$ cat config.mk
export PLATFORM = sky130hd
export DESIGN_NAME = lpc_port_ctrl
export DESIGN_NICKNAME = d
export VERILOG_FILES = /design/src/core/lpc_pkg.sv /design/src/core/lpc_port_ctrl.sv
export SDC_FILE = /design/constraint.sdc
export NUM_CORES = 1
export LEC_CHECK = 0
export BUFFER_PORTS_ARGS = -buffer_cell sky130_fd_sc_hd__buf_2
export CORE_ASPECT_RATIO = 1.4
export CORE_MARGIN = 5
export CORE_UTILIZATION = 50
export DETAILED_ROUTE_END_ITERATION = 12
export HOLD_SLACK_MARGIN = 0.06
export PLACE_DENSITY = 0.75
export SYNTH_ARGS = -nofsm -noshare
export SYNTH_HDL_FRONTEND = slang
export SYNTH_SLANG_ARGS = --single-unit
$ cat constraint.sdc
create_clock -name I_CLK -period 1.9 [get_ports I_CLK]
set_clock_uncertainty 0.2 [all_clocks]
set_input_delay 0.38 -clock I_CLK [delete_from_list [all_inputs] [get_ports I_CLK]]
set_output_delay 0.38 -clock I_CLK [all_outputs]
set_load 0.05 [all_outputs]
$ cat src/core/lpc_pkg.sv
package lpc_pkg;
  // ****************************************
  // register map (16-bit port registers)
  // ****************************************
  localparam logic [6:0] ADDR_CTRL1 = 7'h00;
  localparam logic [6:0] ADDR_CTRL2 = 7'h02;
  localparam logic [6:0] ADDR_CTRL3 = 7'h04;
  localparam logic [6:0] ADDR_POL = 7'h06;
  localparam logic [6:0] ADDR_SUM = 7'h08;
  localparam logic [6:0] ADDR_LATCH = 7'h0A;
  localparam logic [6:0] ADDR_STAT_EN = 7'h0C;
  localparam logic [6:0] ADDR_SUM_EN = 7'h0E;
  // implemented bits; everything else reads zero
  localparam logic [15:0] MASK_CTRL1 = 16'h00FF;
  localparam logic [15:0] MASK_CTRL2 = 16'h00DE;
  localparam logic [15:0] MASK_CTRL3 = 16'h039F;
  localparam logic [15:0] MASK_POL = 16'h0077;
  localparam logic [15:0] MASK_LATCH = 16'h0103;
  localparam logic [15:0] MASK_SUM_EN = 16'h000F;
  localparam logic [15:0] RST_VAL = 16'h0000;
  // ****************************************
  // field positions
  // ****************************************
  localparam int B_ERR_TRIG = 7;
  localparam int B_ERR_SRC = 6;
  localparam int B_PM_SRC = 5;
  localparam int B_PM_REQ = 4;
  localparam int B_TX_PD = 3;
  localparam int B_RX_PD = 2;
  localparam int B_DP_CLR = 1;
  localparam int B_SOFT_RST = 0;
  localparam int B_RATE = 6;
  localparam int B_RX_OFF = 4;
  localparam int B_TX_SR = 3;
  localparam int B_RX_SR = 2;
  localparam int B_TX_SHARED = 1;
  localparam int B_PAT_ON = 9;
  localparam int B_PAT_DIR = 8;
  localparam int B_SCR_OFF = 7;
  localparam int B_AL_TYPE = 4;
  localparam int B_AL_SEND = 3;
  localparam int B_LOOP_VAR = 2;
  localparam int B_LOOP = 0;
  localparam int B_TXN_POL = 6;
  localparam int B_TXP_POL = 5;
  localparam int B_TXC_POL = 4;
  localparam int B_RXN_POL = 2;
  localparam int B_RXP_POL = 1;
  localparam int B_RXC_POL = 0;
  localparam int B_L_PM = 0;
  localparam int B_L_NZ = 1;
  localparam int B_L_TX_LINE_CLOCK = 8;
  // ****************************************
  // timing
  // ****************************************
  localparam int CLK_NS = 100;
  localparam int MIN_RST_NS = 100;
  localparam int RST_CYC_I = (MIN_RST_NS + CLK_NS - 1) / CLK_NS;
  localparam logic [3:0] RST_CYC = 4'(RST_CYC_I < 1 ? 1 : RST_CYC_I);
  // pin synchroniser slots, reset pin idles high
  localparam int NPIN = 8;
  localparam logic [NPIN-1:0] PIN_RST = 8'h80;
  typedef enum logic [1:0] {RATE_DS3, RATE_E3, RATE_STS1, RATE_RSVD} lpc_rate_t;
endpackage : lpc_pkg

$ cat src/core/lpc_port_ctrl.sv
module lpc_port_ctrl
  import lpc_pkg::*;
#(
  parameter int NB = 4,
  parameter int CW = 16
) (
  input wire logic I_CLK,
  input wire logic I_SYS_RST,
  input wire logic I_CE,
  input wire logic I_RST_PIN_N,
  input wire logic I_GLOBAL_RST,
  input wire logic [6:0] I_ADDR,
  input wire logic [15:0] I_WDATA,
  input wire logic I_WE,
  input wire logic I_RE,
  output logic [15:0] O_RDATA,
  input wire logic I_GLOBAL_ERR_INSERT,
  input wire logic I_GLOBAL_PM_UPDATE,
  input wire logic [NB-1:0] I_BLOCK_PM_OPTIN,
  input wire logic [NB-1:0] I_BLOCK_PM_DONE,
  input wire logic I_CODE_VIOL_EVT,
  output logic O_ERR_INSERT,
  output logic O_PM_UPDATE,
  output logic O_DATAPATH_CLEAR,
  output logic [CW-1:0] O_PM_COUNT,
  input wire logic I_TX_LINE_CLOCK,
  input wire logic I_FIRST_PORT_TX_CLOCK,
  input wire logic I_TX_POSITIVE_RAIL,
  input wire logic I_TX_NEGATIVE_RAIL,
  output logic O_LINE_OUT_PLUS,
  output logic O_LINE_OUT_PLUS_OE_N,
  output logic O_LINE_OUT_MINUS,
  output logic O_LINE_OUT_MINUS_OE_N,
  input wire logic I_RX_LINE_CLOCK,
  input wire logic I_RX_LINE_PLUS,
  input wire logic I_RX_LINE_MINUS,
  output logic O_RX_POSITIVE_RAIL,
  output logic O_RX_NEGATIVE_RAIL,
  output logic O_RX_CLOCK,
  output logic O_RX_OE_N,
  output logic [1:0] O_LINE_RATE,
  output logic O_PATTERN_GEN_ON,
  output logic O_PATTERN_DIRECTION,
  output logic O_SCRAMBLE_EN,
  output logic O_ALARM_FRAMED,
  output logic O_DIAG_LOOP,
  output logic O_LINE_LOOP,
  output logic O_ANALOG_LOOP,
  input wire logic I_DECODER_PEND,
  input wire logic I_LINE_UNIT_PEND,
  input wire logic I_PATTERN_PEND,
  input wire logic I_GLOBAL_PORT_EN,
  output logic O_IRQ
);
  // ****************************************
  // pin synchronisers
  // ****************************************
  logic [NPIN-1:0] pin_raw;
  logic [NPIN-1:0] s1_q, s2_q, s3_q, pin_q;
  assign pin_raw = {I_RST_PIN_N, I_RX_LINE_MINUS, I_RX_LINE_PLUS,
    I_RX_LINE_CLOCK, I_TX_NEGATIVE_RAIL, I_TX_POSITIVE_RAIL,
    I_FIRST_PORT_TX_CLOCK, I_TX_LINE_CLOCK};
  // a change is taken only once stages two and three agree
  for (genvar g = 0; g < NPIN; g++) begin : g_sync
    always_ff @(posedge I_CLK) begin
      if (I_SYS_RST) begin
        s1_q[g] <= PIN_RST[g];
        s2_q[g] <= PIN_RST[g];
        s3_q[g] <= PIN_RST[g];
        pin_q[g] <= PIN_RST[g];
      end else if (I_CE) begin
        s1_q[g] <= pin_raw[g];
        s2_q[g] <= s1_q[g];
        s3_q[g] <= s2_q[g];
        if (s2_q[g] == s3_q[g]) pin_q[g] <= s3_q[g];
      end
    end
  end

  // ****************************************
  // resets
  // ****************************************
  logic [15:0] ctrl1_q, ctrl2_q, ctrl3_q, pol_q;
  logic [15:0] lat_q, stat_en_q, sum_en_q;
  logic hard_rst, port_rst, eff_rst, dp_rst;
  logic [3:0] rst_cnt_q;
  // soft bit survives its own reset, so only hard sources clear it
  assign hard_rst = I_SYS_RST | I_GLOBAL_RST | ~pin_q[7];
  assign port_rst = hard_rst | ctrl1_q[B_SOFT_RST];
  assign eff_rst = port_rst | (rst_cnt_q != 4'h0);
  assign dp_rst = eff_rst | ctrl1_q[B_DP_CLR];

  // stretch so a one-cycle pulse still spans the least reset time
  always_ff @(posedge I_CLK) begin
    if (I_SYS_RST) rst_cnt_q <= RST_CYC;
    else if (I_CE) begin
      if (port_rst) rst_cnt_q <= RST_CYC;
      else if (rst_cnt_q != 4'h0) rst_cnt_q <= rst_cnt_q - 4'h1;
    end
  end

  // ****************************************
  // register port
  // ****************************************
  logic wr1, wr2, wr3, wrp, wrl, wrs, wre;
  logic [15:0] sum_w, rd_d;
  assign wr1 = I_WE && (I_ADDR == ADDR_CTRL1);
  assign wr2 = I_WE && (I_ADDR == ADDR_CTRL2);
  assign wr3 = I_WE && (I_ADDR == ADDR_CTRL3);
  assign wrp = I_WE && (I_ADDR == ADDR_POL);
  assign wrl = I_WE && (I_ADDR == ADDR_LATCH);
  assign wrs = I_WE && (I_ADDR == ADDR_STAT_EN);
  assign wre = I_WE && (I_ADDR == ADDR_SUM_EN);

  // writes land masked so unused bits stay zero
  always_ff @(posedge I_CLK) begin
    if (hard_rst) ctrl1_q <= RST_VAL;
    else if (I_CE) begin
      // the soft bit stays writable, else software could never leave its own reset
      if (eff_rst) ctrl1_q <= RST_VAL | ((wr1 ? I_WDATA : ctrl1_q) & 16'h0001);
      else if (wr1) ctrl1_q <= I_WDATA & MASK_CTRL1;
    end
  end

  always_ff @(posedge I_CLK) begin
    if (eff_rst) begin
      ctrl2_q <= RST_VAL;
      ctrl3_q <= RST_VAL;
      pol_q <= RST_VAL;
      stat_en_q <= RST_VAL;
      sum_en_q <= RST_VAL;
    end else if (I_CE) begin
      if (wr2) ctrl2_q <= I_WDATA & MASK_CTRL2;
      if (wr3) ctrl3_q <= I_WDATA & MASK_CTRL3;
      if (wrp) pol_q <= I_WDATA & MASK_POL;
      if (wrs) stat_en_q <= I_WDATA & MASK_LATCH;
      if (wre) sum_en_q <= I_WDATA & MASK_SUM_EN;
    end
  end

  // unmapped offsets read as zero
  assign rd_d = (I_ADDR == ADDR_CTRL1) ? ctrl1_q :
                (I_ADDR == ADDR_CTRL2) ? ctrl2_q :
                (I_ADDR == ADDR_CTRL3) ? ctrl3_q :
                (I_ADDR == ADDR_POL) ? pol_q :
                (I_ADDR == ADDR_SUM) ? sum_w :
                (I_ADDR == ADDR_LATCH) ? lat_q :
                (I_ADDR == ADDR_STAT_EN) ? stat_en_q :
                (I_ADDR == ADDR_SUM_EN) ? sum_en_q : 16'h0000;

  always_ff @(posedge I_CLK) begin
    if (I_SYS_RST) O_RDATA <= 16'h0000;
    else if (I_CE && I_RE) O_RDATA <= rd_d;
  end

  // ****************************************
  // error insertion and pm update triggers
  // ****************************************
  logic err_lvl, err_prev_q, pm_lvl, pm_prev_q, pm_upd;
  logic loc_done_q, pm_done_q, pm_done_prev_q, blk_done;
  logic [CW-1:0] cnt_q;
  assign err_lvl = ctrl1_q[B_ERR_SRC] ? I_GLOBAL_ERR_INSERT
                                      : ctrl1_q[B_ERR_TRIG];
  assign pm_lvl = ctrl1_q[B_PM_SRC] ? I_GLOBAL_PM_UPDATE
                                    : ctrl1_q[B_PM_REQ];
  assign pm_upd = pm_lvl & ~pm_prev_q & ~dp_rst;
  // blocks that did not opt in count as done
  assign blk_done = &(I_BLOCK_PM_DONE | ~I_BLOCK_PM_OPTIN);

  // rising edges only: a held level inserts or updates once
  always_ff @(posedge I_CLK) begin
    if (dp_rst) begin
      err_prev_q <= 1'b0;
      pm_prev_q <= 1'b0;
      O_ERR_INSERT <= 1'b0;
      O_PM_UPDATE <= 1'b0;
    end else if (I_CE) begin
      err_prev_q <= err_lvl;
      pm_prev_q <= pm_lvl;
      O_ERR_INSERT <= err_lvl & ~err_prev_q;
      O_PM_UPDATE <= pm_upd;
    end
  end

  // done holds until the request level drops
  always_ff @(posedge I_CLK) begin
    if (dp_rst) begin
      loc_done_q <= 1'b0;
      pm_done_q <= 1'b0;
      pm_done_prev_q <= 1'b0;
    end else if (I_CE) begin
      if (!pm_lvl) loc_done_q <= 1'b0;
      else if (pm_upd) loc_done_q <= 1'b1;
      pm_done_q <= pm_lvl & loc_done_q & blk_done;
      pm_done_prev_q <= pm_done_q;
    end
  end

  // line code violation counter with update snapshot
  always_ff @(posedge I_CLK) begin
    if (dp_rst) begin
      cnt_q <= '0;
      O_PM_COUNT <= '0;
    end else if (I_CE) begin
      if (pm_upd) begin
        O_PM_COUNT <= cnt_q;
        cnt_q <= CW'(I_CODE_VIOL_EVT);
      end else if (I_CODE_VIOL_EVT && (cnt_q != '1)) cnt_q <= cnt_q + 1'b1;
    end
  end

  // ****************************************
  // latched status and summary
  // ****************************************
  logic [15:0] lat_set;
  logic tx_clk_edge;
  assign lat_set[B_L_PM] = pm_done_q & ~pm_done_prev_q;
  assign lat_set[B_L_NZ] = I_CODE_VIOL_EVT;
  assign lat_set[B_L_TX_LINE_CLOCK] = tx_clk_edge;
  assign lat_set[7:2] = 6'h00;
  assign lat_set[15:9] = 7'h00;

  // write one to clear; a new event in the same cycle wins
  always_ff @(posedge I_CLK) begin
    if (dp_rst) lat_q <= RST_VAL;
    else if (I_CE) begin
      lat_q <= ((lat_q & ~(wrl ? I_WDATA : 16'h0000)) | lat_set) & MASK_LATCH;
    end
  end

  assign sum_w = {12'h000, I_DECODER_PEND, I_LINE_UNIT_PEND,
    I_PATTERN_PEND, |(lat_q & stat_en_q)};
  assign O_IRQ = (|(sum_w & sum_en_q)) & I_GLOBAL_PORT_EN;

  // ****************************************
  // transmit path
  // ****************************************
  logic tx_pd, tx_clk, tx_prev_q, tx_smp, tx_p, tx_n, tx_bit, alt_q;
  assign tx_pd = ctrl1_q[B_TX_PD];
  assign tx_clk = ctrl2_q[B_TX_SHARED] ? pin_q[1] : pin_q[0];
  assign tx_clk_edge = tx_clk ^ tx_prev_q;
  // clock invert picks the falling edge for sampling
  assign tx_smp = ~tx_pd & (pol_q[B_TXC_POL] ? (tx_prev_q & ~tx_clk)
                                              : (~tx_prev_q & tx_clk));
  assign tx_p = pin_q[2] ^ pol_q[B_TXP_POL];
  assign tx_n = pin_q[3] ^ pol_q[B_TXN_POL];
  assign tx_bit = ctrl3_q[B_AL_SEND] | tx_p;

  // power-down freezes the path like a stopped clock
  always_ff @(posedge I_CLK) begin
    if (dp_rst) begin
      tx_prev_q <= 1'b0;
      alt_q <= 1'b0;
      O_LINE_OUT_PLUS <= 1'b0;
      O_LINE_OUT_MINUS <= 1'b0;
    end else if (I_CE && !tx_pd) begin
      tx_prev_q <= tx_clk;
      if (tx_smp) begin
        if (ctrl2_q[B_TX_SR] || ctrl3_q[B_AL_SEND]) begin
          O_LINE_OUT_PLUS <= tx_bit & ~alt_q;
          O_LINE_OUT_MINUS <= tx_bit & alt_q;
          alt_q <= alt_q ^ tx_bit;
        end else begin
          O_LINE_OUT_PLUS <= tx_p;
          O_LINE_OUT_MINUS <= tx_n;
        end
      end
    end
  end

  always_ff @(posedge I_CLK) begin
    if (eff_rst) begin
      O_LINE_OUT_PLUS_OE_N <= 1'b0;
      O_LINE_OUT_MINUS_OE_N <= 1'b0;
    end else if (I_CE) begin
      O_LINE_OUT_PLUS_OE_N <= tx_pd;
      O_LINE_OUT_MINUS_OE_N <= tx_pd;
    end
  end

  // ****************************************
  // receive path
  // ****************************************
  logic rx_pd, rx_rise, rx_prev_q, rx_mark, last_q, rx_viol;
  assign rx_pd = ctrl1_q[B_RX_PD];
  assign rx_rise = pin_q[4] & ~rx_prev_q;
  assign rx_mark = pin_q[5] | pin_q[6];
  // two marks in a row with one polarity break alternation
  assign rx_viol = rx_mark & (pin_q[6] == last_q);

  always_ff @(posedge I_CLK) begin
    if (dp_rst) begin
      rx_prev_q <= 1'b0;
      last_q <= 1'b1;
      O_RX_POSITIVE_RAIL <= 1'b0;
      O_RX_NEGATIVE_RAIL <= 1'b0;
      O_RX_CLOCK <= 1'b0;
    end else if (I_CE && !rx_pd) begin
      rx_prev_q <= pin_q[4];
      O_RX_CLOCK <= pin_q[4] ^ ~pol_q[B_RXC_POL];
      if (rx_rise) begin
        if (rx_mark) last_q <= pin_q[6];
        if (ctrl2_q[B_RX_SR]) begin
          O_RX_POSITIVE_RAIL <= rx_mark ^ pol_q[B_RXP_POL];
          O_RX_NEGATIVE_RAIL <= rx_viol ^ pol_q[B_RXN_POL];
        end else begin
          O_RX_POSITIVE_RAIL <= pin_q[5] ^ pol_q[B_RXP_POL];
          O_RX_NEGATIVE_RAIL <= pin_q[6] ^ pol_q[B_RXN_POL];
        end
      end
    end
  end

  always_ff @(posedge I_CLK) begin
    if (eff_rst) O_RX_OE_N <= 1'b0;
    else if (I_CE) O_RX_OE_N <= rx_pd | ctrl2_q[B_RX_OFF];
  end

  // ****************************************
  // mode decode
  // ****************************************
  lpc_rate_t rate;
  assign rate = lpc_rate_t'(ctrl2_q[B_RATE +: 2]);
  assign O_LINE_RATE = rate;
  assign O_DATAPATH_CLEAR = dp_rst;
  assign O_PATTERN_GEN_ON = ctrl3_q[B_PAT_ON];
  assign O_PATTERN_DIRECTION = ctrl3_q[B_PAT_DIR];
  assign O_ALARM_FRAMED = ctrl3_q[B_AL_SEND] & ctrl3_q[B_AL_TYPE]
    & (rate != RATE_E3);
  assign O_SCRAMBLE_EN = O_ALARM_FRAMED & (rate == RATE_STS1)
    & ~ctrl3_q[B_SCR_OFF];
  assign O_DIAG_LOOP = ctrl3_q[B_LOOP] & ~(ctrl3_q[B_LOOP + 1]
    & ctrl3_q[B_LOOP_VAR]);
  assign O_LINE_LOOP = ctrl3_q[B_LOOP + 1] & ~(ctrl3_q[B_LOOP]
    & ctrl3_q[B_LOOP_VAR]);
  assign O_ANALOG_LOOP = &ctrl3_q[B_LOOP +: 2] & ctrl3_q[B_LOOP_VAR];
endmodule // lpc_port_ctrl

# Word-level counts from Yosys, hierarchy flattened
# Cells that the tools add are included.
# op_classes
n_reduce_logical,46
muxes,26
add_sub_neg,2
bitwise_logic,61
n_eq_ne,20
# op_table
op,n
$mux 16,5
$mux 9,5
$reduce_and 2->1,22
$reduce_or 16->1,2
$eq 7x4->1 const B,4
$and 1x1->1,23
$mux 10,2
$and 9x9->9,2
$add 16x1->16 const B,1
$ne 16x16->1 const B,1
$eq 7x3->1 const B,2
$not 1->1,14
$mux 4,3
$logic_and 1x1->1,11
$mux 1,11
$eq 1x1->1,9
$not 9->9,1
$or 9x9->9,1
$xor 1x1->1,9
$or 1x1->1,8
$eq 7x2->1 const B,1
$logic_not 7->1,1
$reduce_and 3->1,2
$reduce_bool 2->1,3
other kinds (10),12
# totals
ff_bits,148
output_inout_bits,53

# Logic depth before layout (Yosys ltp)
# Gate-level depths: netlist of run 1.
# depth
word_depth,9
mapped_depth,10
depth_no_buf,8

# Least setup slack after synthesis of run 1
# OpenSTA, ideal clock, no wires.
# synth_timing
path_kind,register to output
startpoint,register ctrl2_q[7]
endpoint,output O_SCRAMBLE_EN
required_time_ps,1320
arrival_ps,1948
n_path_buf,0
stages_incl_launch_ff,3
path_slack_ps,-628
cell_sequence,dfxtp_1 inv_1 nor4_1
# synth_between
elab_chain_cells,4
# synth_lines
item,line,text
start: declaration,lpc_port_ctrl.sv:83,"logic [15:0] ctrl1_q, ctrl2_q, ctrl3_q, pol_q;"
start signal: assignment,lpc_port_ctrl.sv:133,if (wr2) ctrl2_q <= I_WDATA & MASK_CTRL2;
$ne 2x1->1,lpc_port_ctrl.sv:329,& (rate != RATE_E3);
$and 1x1->1,lpc_port_ctrl.sv:329,
$and 1x1->1 (*),lpc_port_ctrl.sv:330,assign O_SCRAMBLE_EN = O_ALARM_FRAMED & (rate == RATE_STS1)
$and 1x1->1 (*),lpc_port_ctrl.sv:331,& ~ctrl3_q[B_SCR_OFF];
end: declaration,lpc_port_ctrl.sv:44,"output logic O_SCRAMBLE_EN,"
# Mark *: on every way between the ends. The rest lies on a longest branch, timed or not.

# Worst setup path in the final report of run 1
# layout_timing
startpoint,register rst_cnt_q[1]
endpoint,output O_DATAPATH_CLEAR
# layout_between
elab_chain_cells,3
# layout_lines
item,line,text
start: declaration,lpc_port_ctrl.sv:86,logic [3:0] rst_cnt_q;
start signal: assignment,lpc_port_ctrl.sv:98,else if (rst_cnt_q != 4'h0) rst_cnt_q <= rst_cnt_q - 4'h1;
$reduce_bool 4->1,lpc_port_ctrl.sv:90,assign eff_rst = port_rst | (rst_cnt_q != 4'h0);
$or 1x1->1,lpc_port_ctrl.sv:90,
$or 1x1->1,lpc_port_ctrl.sv:91,assign dp_rst = eff_rst | ctrl1_q[B_DP_CLR];
end: declaration,lpc_port_ctrl.sv:24,"output logic O_DATAPATH_CLEAR,"
# Every way passes these cells.

==> results.cfg, run 1 <==
[place]
port_buffers = 92
gp_congestion = 0.910
dpl.hpwl_mm = 12.1
placedCellCount = 928

[yosys]
ys_types = 61
synth_edf_count = 0
synthFlopType = dfxtp_1
syn_inst = 664
synth_common_cells = dfxtp_1 (134), nor2_1 (104), mux2i_1 (64)
synth_fa_ha_area_frac = 0.0126
synth_top_area_share = 0.450
synth_area_leaders = dfxtp_1 (45%), mux2i_1 (11%), nor2_1 (6.6%)
synth-simple-area-share = 0.195
synth_most_common_cell = dfxtp_1
synth_xor_area_frac = 0.0265
synth_top_family_by_area = simple AND/OR/NAND/NOR gates
ys_ff_latch = 134
async_flop_share = 0
synth_top_area_cell = dfxtp_1
postSynthAreaPerCell_sq_um = 8.98
ys_seq_area_frac = 0.450
synth_compound_area_frac = 0.139
synth_warnings = 0
synth.mux.area_fraction = 0.125
synth_area_sq_um = 5960

[clock_tree]
htreeDepth = 4
ctsLongestPathBuffers = 2
root_buffer = clkbuf_16
clk_latency_ns = 0.41
cts_tree = yes
clkSinkCount = 134
cts_buffers = 17
cts.clk_slew.worst_paths_ns = 0.06

[timing]
layout_min_cycle_time_ns = 2.28
finalWorstSetupSlack_ns = -0.379
fmaxAchievable_mhz = 439
setup_viol = 86
maxSlewViolCount = 0
finalHoldViolations = 0
tightestPinTransition_ns = 0.551
rsz0062_at_grt = yes
whs_ns = 0.107
maxSlewHeadroom = 0.623
fin_crit_sh = 1.20
setup_tns_ns = -16.47

[pwr]
p_leak_nw = 3.52
design_power_total_mw = 7.12
ir_worst_vdd_mv = 0.663
power.density_nw_per_um2 = 826

[global_route]
grt_remaining_overflow = 0
grt_max_degree = 47
antenna_found_initial = 0
grt_pass1_wl_mm = 29.1
track_usage = 0.261
grt_pass1_vias = 5941

[setup_path]
crit_chain = inv_2, ha_4, or3b_4, nor2_4, nand2_4, buf_8
slowest_stage = or3b_4
critPathBufInv = 2
crit_type = reg2out
worstPathArrival_ns = 1.70
critPathLaunchType = flop
crit_required_ns = 1.32
cp_top_family = simple AND/OR/NAND/NOR gates
end_kind = output pin
cp_slowest_stage_delay_ns = 0.40
cp_max_fo = 2

[route]
wl_mm = 19.8
via_per_inst = 5.82
post_drt_wl_per_cell_microns = 19.8
vias = 5845
route.detailed.drc = 0
dr.pass1.iters = 6
drtIter0Drc = 272
ant_nets = 0

[hold_path]
hold_class = in2reg

[floorplanning]
core_area_sq_um = 11800
start_util = 0.507
row_count = 47
die_w_microns = 102
die_h_microns = 139
ios = 105
die_area_sq_um = 14200

[final_layout]
antenna_cells = 0
nNetsFinal = 902
area_growth_pct = 44.6
nFillCells = 793
stdcell_count = 1004
final_layout_size_suffix_gt1_frac = 0.389

[run_status]
violations = setup timing
status = finished, violations left

[flow_run]
drv_cap = 0
report_power, final:
group | switching [mW] | internal (mW) | total, mW
sequential | 0.0349 | 2.86 | 2.89
combinational | 0.629 | 0.553 | 1.18
clock | 1.35 | 1.69 | 3.05
total | 2.02 | 5.11 | 7.12
kinds of logic after synthesis:
| kind of cell | after synthesis |
|---|---|
| compound gates | 128 |
| xor+xnor | 18 |
| fa+ha+maj | 6 |
| buf+inv | 60 |
| flops | 134 |
| mux | 70 |
| other cells | 1 |
| simple gates | 247 |
sequential cells by signal (all words and copies together), names as in the netlist, 3 cells and up:
name        count
O_PM_COUNT     16
O_RDATA        10
cnt_q          16
ctrl1_q         8
ctrl2_q         6
ctrl3_q         8
lat_q           3
pin_q           8
pol_q           6
rst_cnt_q       4
s1_q            8
s2_q            8
s3_q            8
stat_en_q       3
sum_en_q        4
path summary, 6_finish.rpt:
kind	slack, ns	cells past startpoint	start	endpoint
min reg2reg	0.25	2	O_PM_COUNT[13]	O_PM_COUNT[13]
max	-0.38	6	rst_cnt_q[1]	O_DATAPATH_CLEAR
min	0.11	2	I_WDATA[2]	ctrl1_q[2]
max reg2reg	-0.31	7	rst_cnt_q[1]	ctrl1_q[5]
through the flow:
step / worst slack, ns / util / instance area (sq um)
after floorplan: -0.182 / - / 6090
after global placement: -0.243 / 0.596 / 7010
after detailed placement: -0.260 / 0.596 / 7010
after CTS: -0.360 / 0.695 / 8180
after global routing: -0.417 / 0.733 / 8620
final: -0.379 / 0.733 / 8620
final cells by class:
cell class              instances  area, sq um  area share
clock buffers                  17          425      0.0494
clock inverters                15          119      0.0138
inverters                      13         48.8     0.00566
multi-input cells             477         3520       0.408
flip-flops and latches        134         2700       0.313
well taps                     147          184      0.0213
repair buffers                201         1630       0.189
worst register-to-register path: cells and delay by family (launching register included):
kind	cells	cell delay, ns
AOI/OAI and AO/OA	1	0.17
adders and majority gates	1	0.12
buffers and inverters	2	0.20
DFF	1	0.33
and+or+nand+nor	3	1.12
cell usage in the layout, fill, tap and decap left out, types with 12 or more instances in the layout:
cell type | Yosys | final
dfxtp_1 | 134 | 124
buf_2 | 11 | 87
buf_4 | 10 | 69
mux2i_1 | 64 | 63
nor2_1 | 104 | 59
nand2_1 | 57 | 48
nor2_4 | 0 | 33
a21oi_1 | 49 | 33
o21ai_0 | 22 | 21
clkbuf_16 | 0 | 20
a21oi_2 | 0 | 15
dlygate4sd3_1 | 0 | 14
nand3_1 | 16 | 13
nor2_2 | 0 | 12
buf_6 | 4 | 12
layer usage:
layer / GRT usage / up-vias / routed length, microns
met5: 0 / - / 0
met4: 0.144 / 0 / 957
met3: 0.0493 / 79 / 945
met2: 0.475 / 215 / 10900
met1: 0.272 / 2857 / 7060
li1: - / 2694 / -
what timing repair did:
| item | 4_1_cts | 5_1_grt |
|---|---|---|
| resized for setup | 59 | 105 |
| setup endpoints to repair | 83 | 87 |
| pin swaps | 12 | 15 |
| hold buffers | 14 | 0 |
| buffers inserted | 14 | 9 |
| hold endpoints to repair | 17 | 0 |
| gates cloned | 7 | 3 |
Note: power is estimated with default switching activity, not from simulation.
==> inputs of run 2 (changes only) <==
CORE_ASPECT_RATIO = default   (was 1.4)
==> results.cfg, run 2 (synthesis results as in run 1) <==
[pwr]
ir_worst_vdd_mv = 0.750
p_leak_nw = 3.48
power.density_nw_per_um2 = 863

[global_route]
grt_pass1_wl_mm = 28.8
track_usage = 0.251
grt_pass1_vias = 5865
antenna_found_initial = 0
grt_remaining_overflow = 0
grt_max_degree = 48

[route]
via_per_inst = 5.68
drtIter0Drc = 483
ant_nets = 0
vias = 5627
route.detailed.drc = 0
post_drt_wl_per_cell_microns = 18.1
wl_mm = 18.0
dr.pass1.iters = 5

[floorplanning]
row_count = 39
core_area_sq_um = 11600
die_w_microns = 119
start_util = 0.515
ios = 105
die_area_sq_um = 14200
die_h_microns = 119

[timing]
rsz0062_at_grt = yes
setup_viol = 91
layout_min_cycle_time_ns = 2.30
finalHoldViolations = 0
finalWorstSetupSlack_ns = -0.398
fmaxAchievable_mhz = 435
fin_crit_sh = 1.21
whs_ns = 0.128
maxSlewViolCount = 0

[setup_path]
critPathLaunchType = flop
cp_slowest_stage_delay_ns = 0.40
cp_max_fo = 2
end_kind = output pin
r2r_start = rst_cnt_q[1]
worstPathArrival_ns = 1.72
crit_chain = inv_2, ha_4, or3b_4, nor2_4, nand2_4, buf_8
slowest_stage = or3b_4
crit_required_ns = 1.32
crit_type = reg2out
critPathLaunch = rst_cnt_q[1]

[final_layout]
reg.largest.list = O_PM_COUNT x16, cnt_q x16, O_RDATA x10
antenna_cells = 0
final_layout_size_suffix_gt1_frac = 0.369
area_growth_pct = 42.7
nNetsFinal = 896
final_cell_mix = dfxtp_1 (125), buf_2 (85), buf_4 (65)
nFillCells = 820
design_area_sq_um = 8510
final_common_cell = dfxtp_1

[hold_path]
hold_class = in2reg
min_from = I_WDATA[0]

[flow_run]
drv_cap = 0

[place]
place_area_sq_um = 6950
port_buffers = 92
gp_congestion = 0.911
dpl.hpwl_mm = 11.2

[clock_tree]
cts.clk_slew.worst_paths_ns = 0.05
root_buffer = clkbuf_16
cts_buffers = 17
htreeDepth = 4
clk_latency_ns = 0.42
cts_tree = yes
clkSinkCount = 134
ctsLongestPathBuffers = 2

[run_status]
violations = setup timing
status = finished, violations left
[run 2: cell count changes in the layout (fill, tap and decap cells not counted), sizes merged, moves of 2 or more]
cell	previous run	this run
clkinv	6	1
inv	19	13
buf	182	180
dlygate4sd3	14	16
clkbuf	21	26
clkinvlp	3	0
bufinv	0	2
[run 2: final timing paths]
kind	slack (ns)	depth (start not counted)	end
worst min-delay path	0.13	3	ctrl1_q[0]
worst max register to register	-0.38	8	ctrl1_q[2]
worst max-delay path	-0.40	6	O_DATAPATH_CLEAR
worst min register to register	0.25	1	loc_done_q
[run 2: timing repair]
action                     4_1_cts  5_1_grt
resized for setup               84       69
pin swaps                       16       10
buffers inserted                14        7
setup endpoints to repair       87       97
hold buffers                    15        1
cloned                           8        0
hold endpoints to repair        17        1
[run 2: report_power, final]
part	leakage (nW)	total, mW	switching, mW	internal [mW]
combinational	2.10	1.18	0.601	0.582
sequential	1.09	2.89	0.0342	2.86
clock	0.288	3.26	1.15	2.12
[run 2: final cells by class]
cell class | instances | area [sq um] | area share
multi-input cells | 476 | 3420 | 0.402
clock inverters | 3 | 65.1 | 0.00765
inverters | 13 | 48.8 | 0.00574
flip-flops and latches | 134 | 2700 | 0.317
clock buffers | 26 | 519 | 0.0610
well taps | 143 | 179 | 0.0210
repair buffers | 196 | 1580 | 0.185
[run 2: layer usage]
| layer | track usage | vias up | part of all wire |
|---|---|---|---|
| met1 | 0.285 | 2742 | 0.40 |
| met5 | 0 | - | 0 |
| met3 | 0.0588 | 31 | 0.054 |
| met2 | 0.449 | 185 | 0.53 |
| met4 | 0.110 | 0 | 0.020 |
| li1 | - | 2669 | - |
[run 2: worst max-delay path, delay by kind of cell (launching register included)]
family	cells	cell delay (ns)
DFF	1	0.32
and+or+nand+nor	3	0.64
buffers and inverters	2	0.22
adders and majority gates	1	0.12
[run 2: per-stage QoR]
| step | TNS [ns] | util | std cells | setup slack [ns] | power (mW) |
|---|---|---|---|---|---|
| final | -22.19 | 0.736 | 991 | -0.398 | 7.34 |
| after global routing | -26.37 | 0.736 | 991 | -0.451 | 7.59 |
| after CTS | -16.54 | 0.716 | 986 | -0.388 | 7.25 |
| after detailed placement | -11.85 | 0.601 | 920 | -0.260 | 3.64 |
| after global placement | -9.06 | 0.601 | 920 | -0.218 | 3.61 |
| after floorplan | -2.34 | - | 669 | -0.182 | 3.44 |
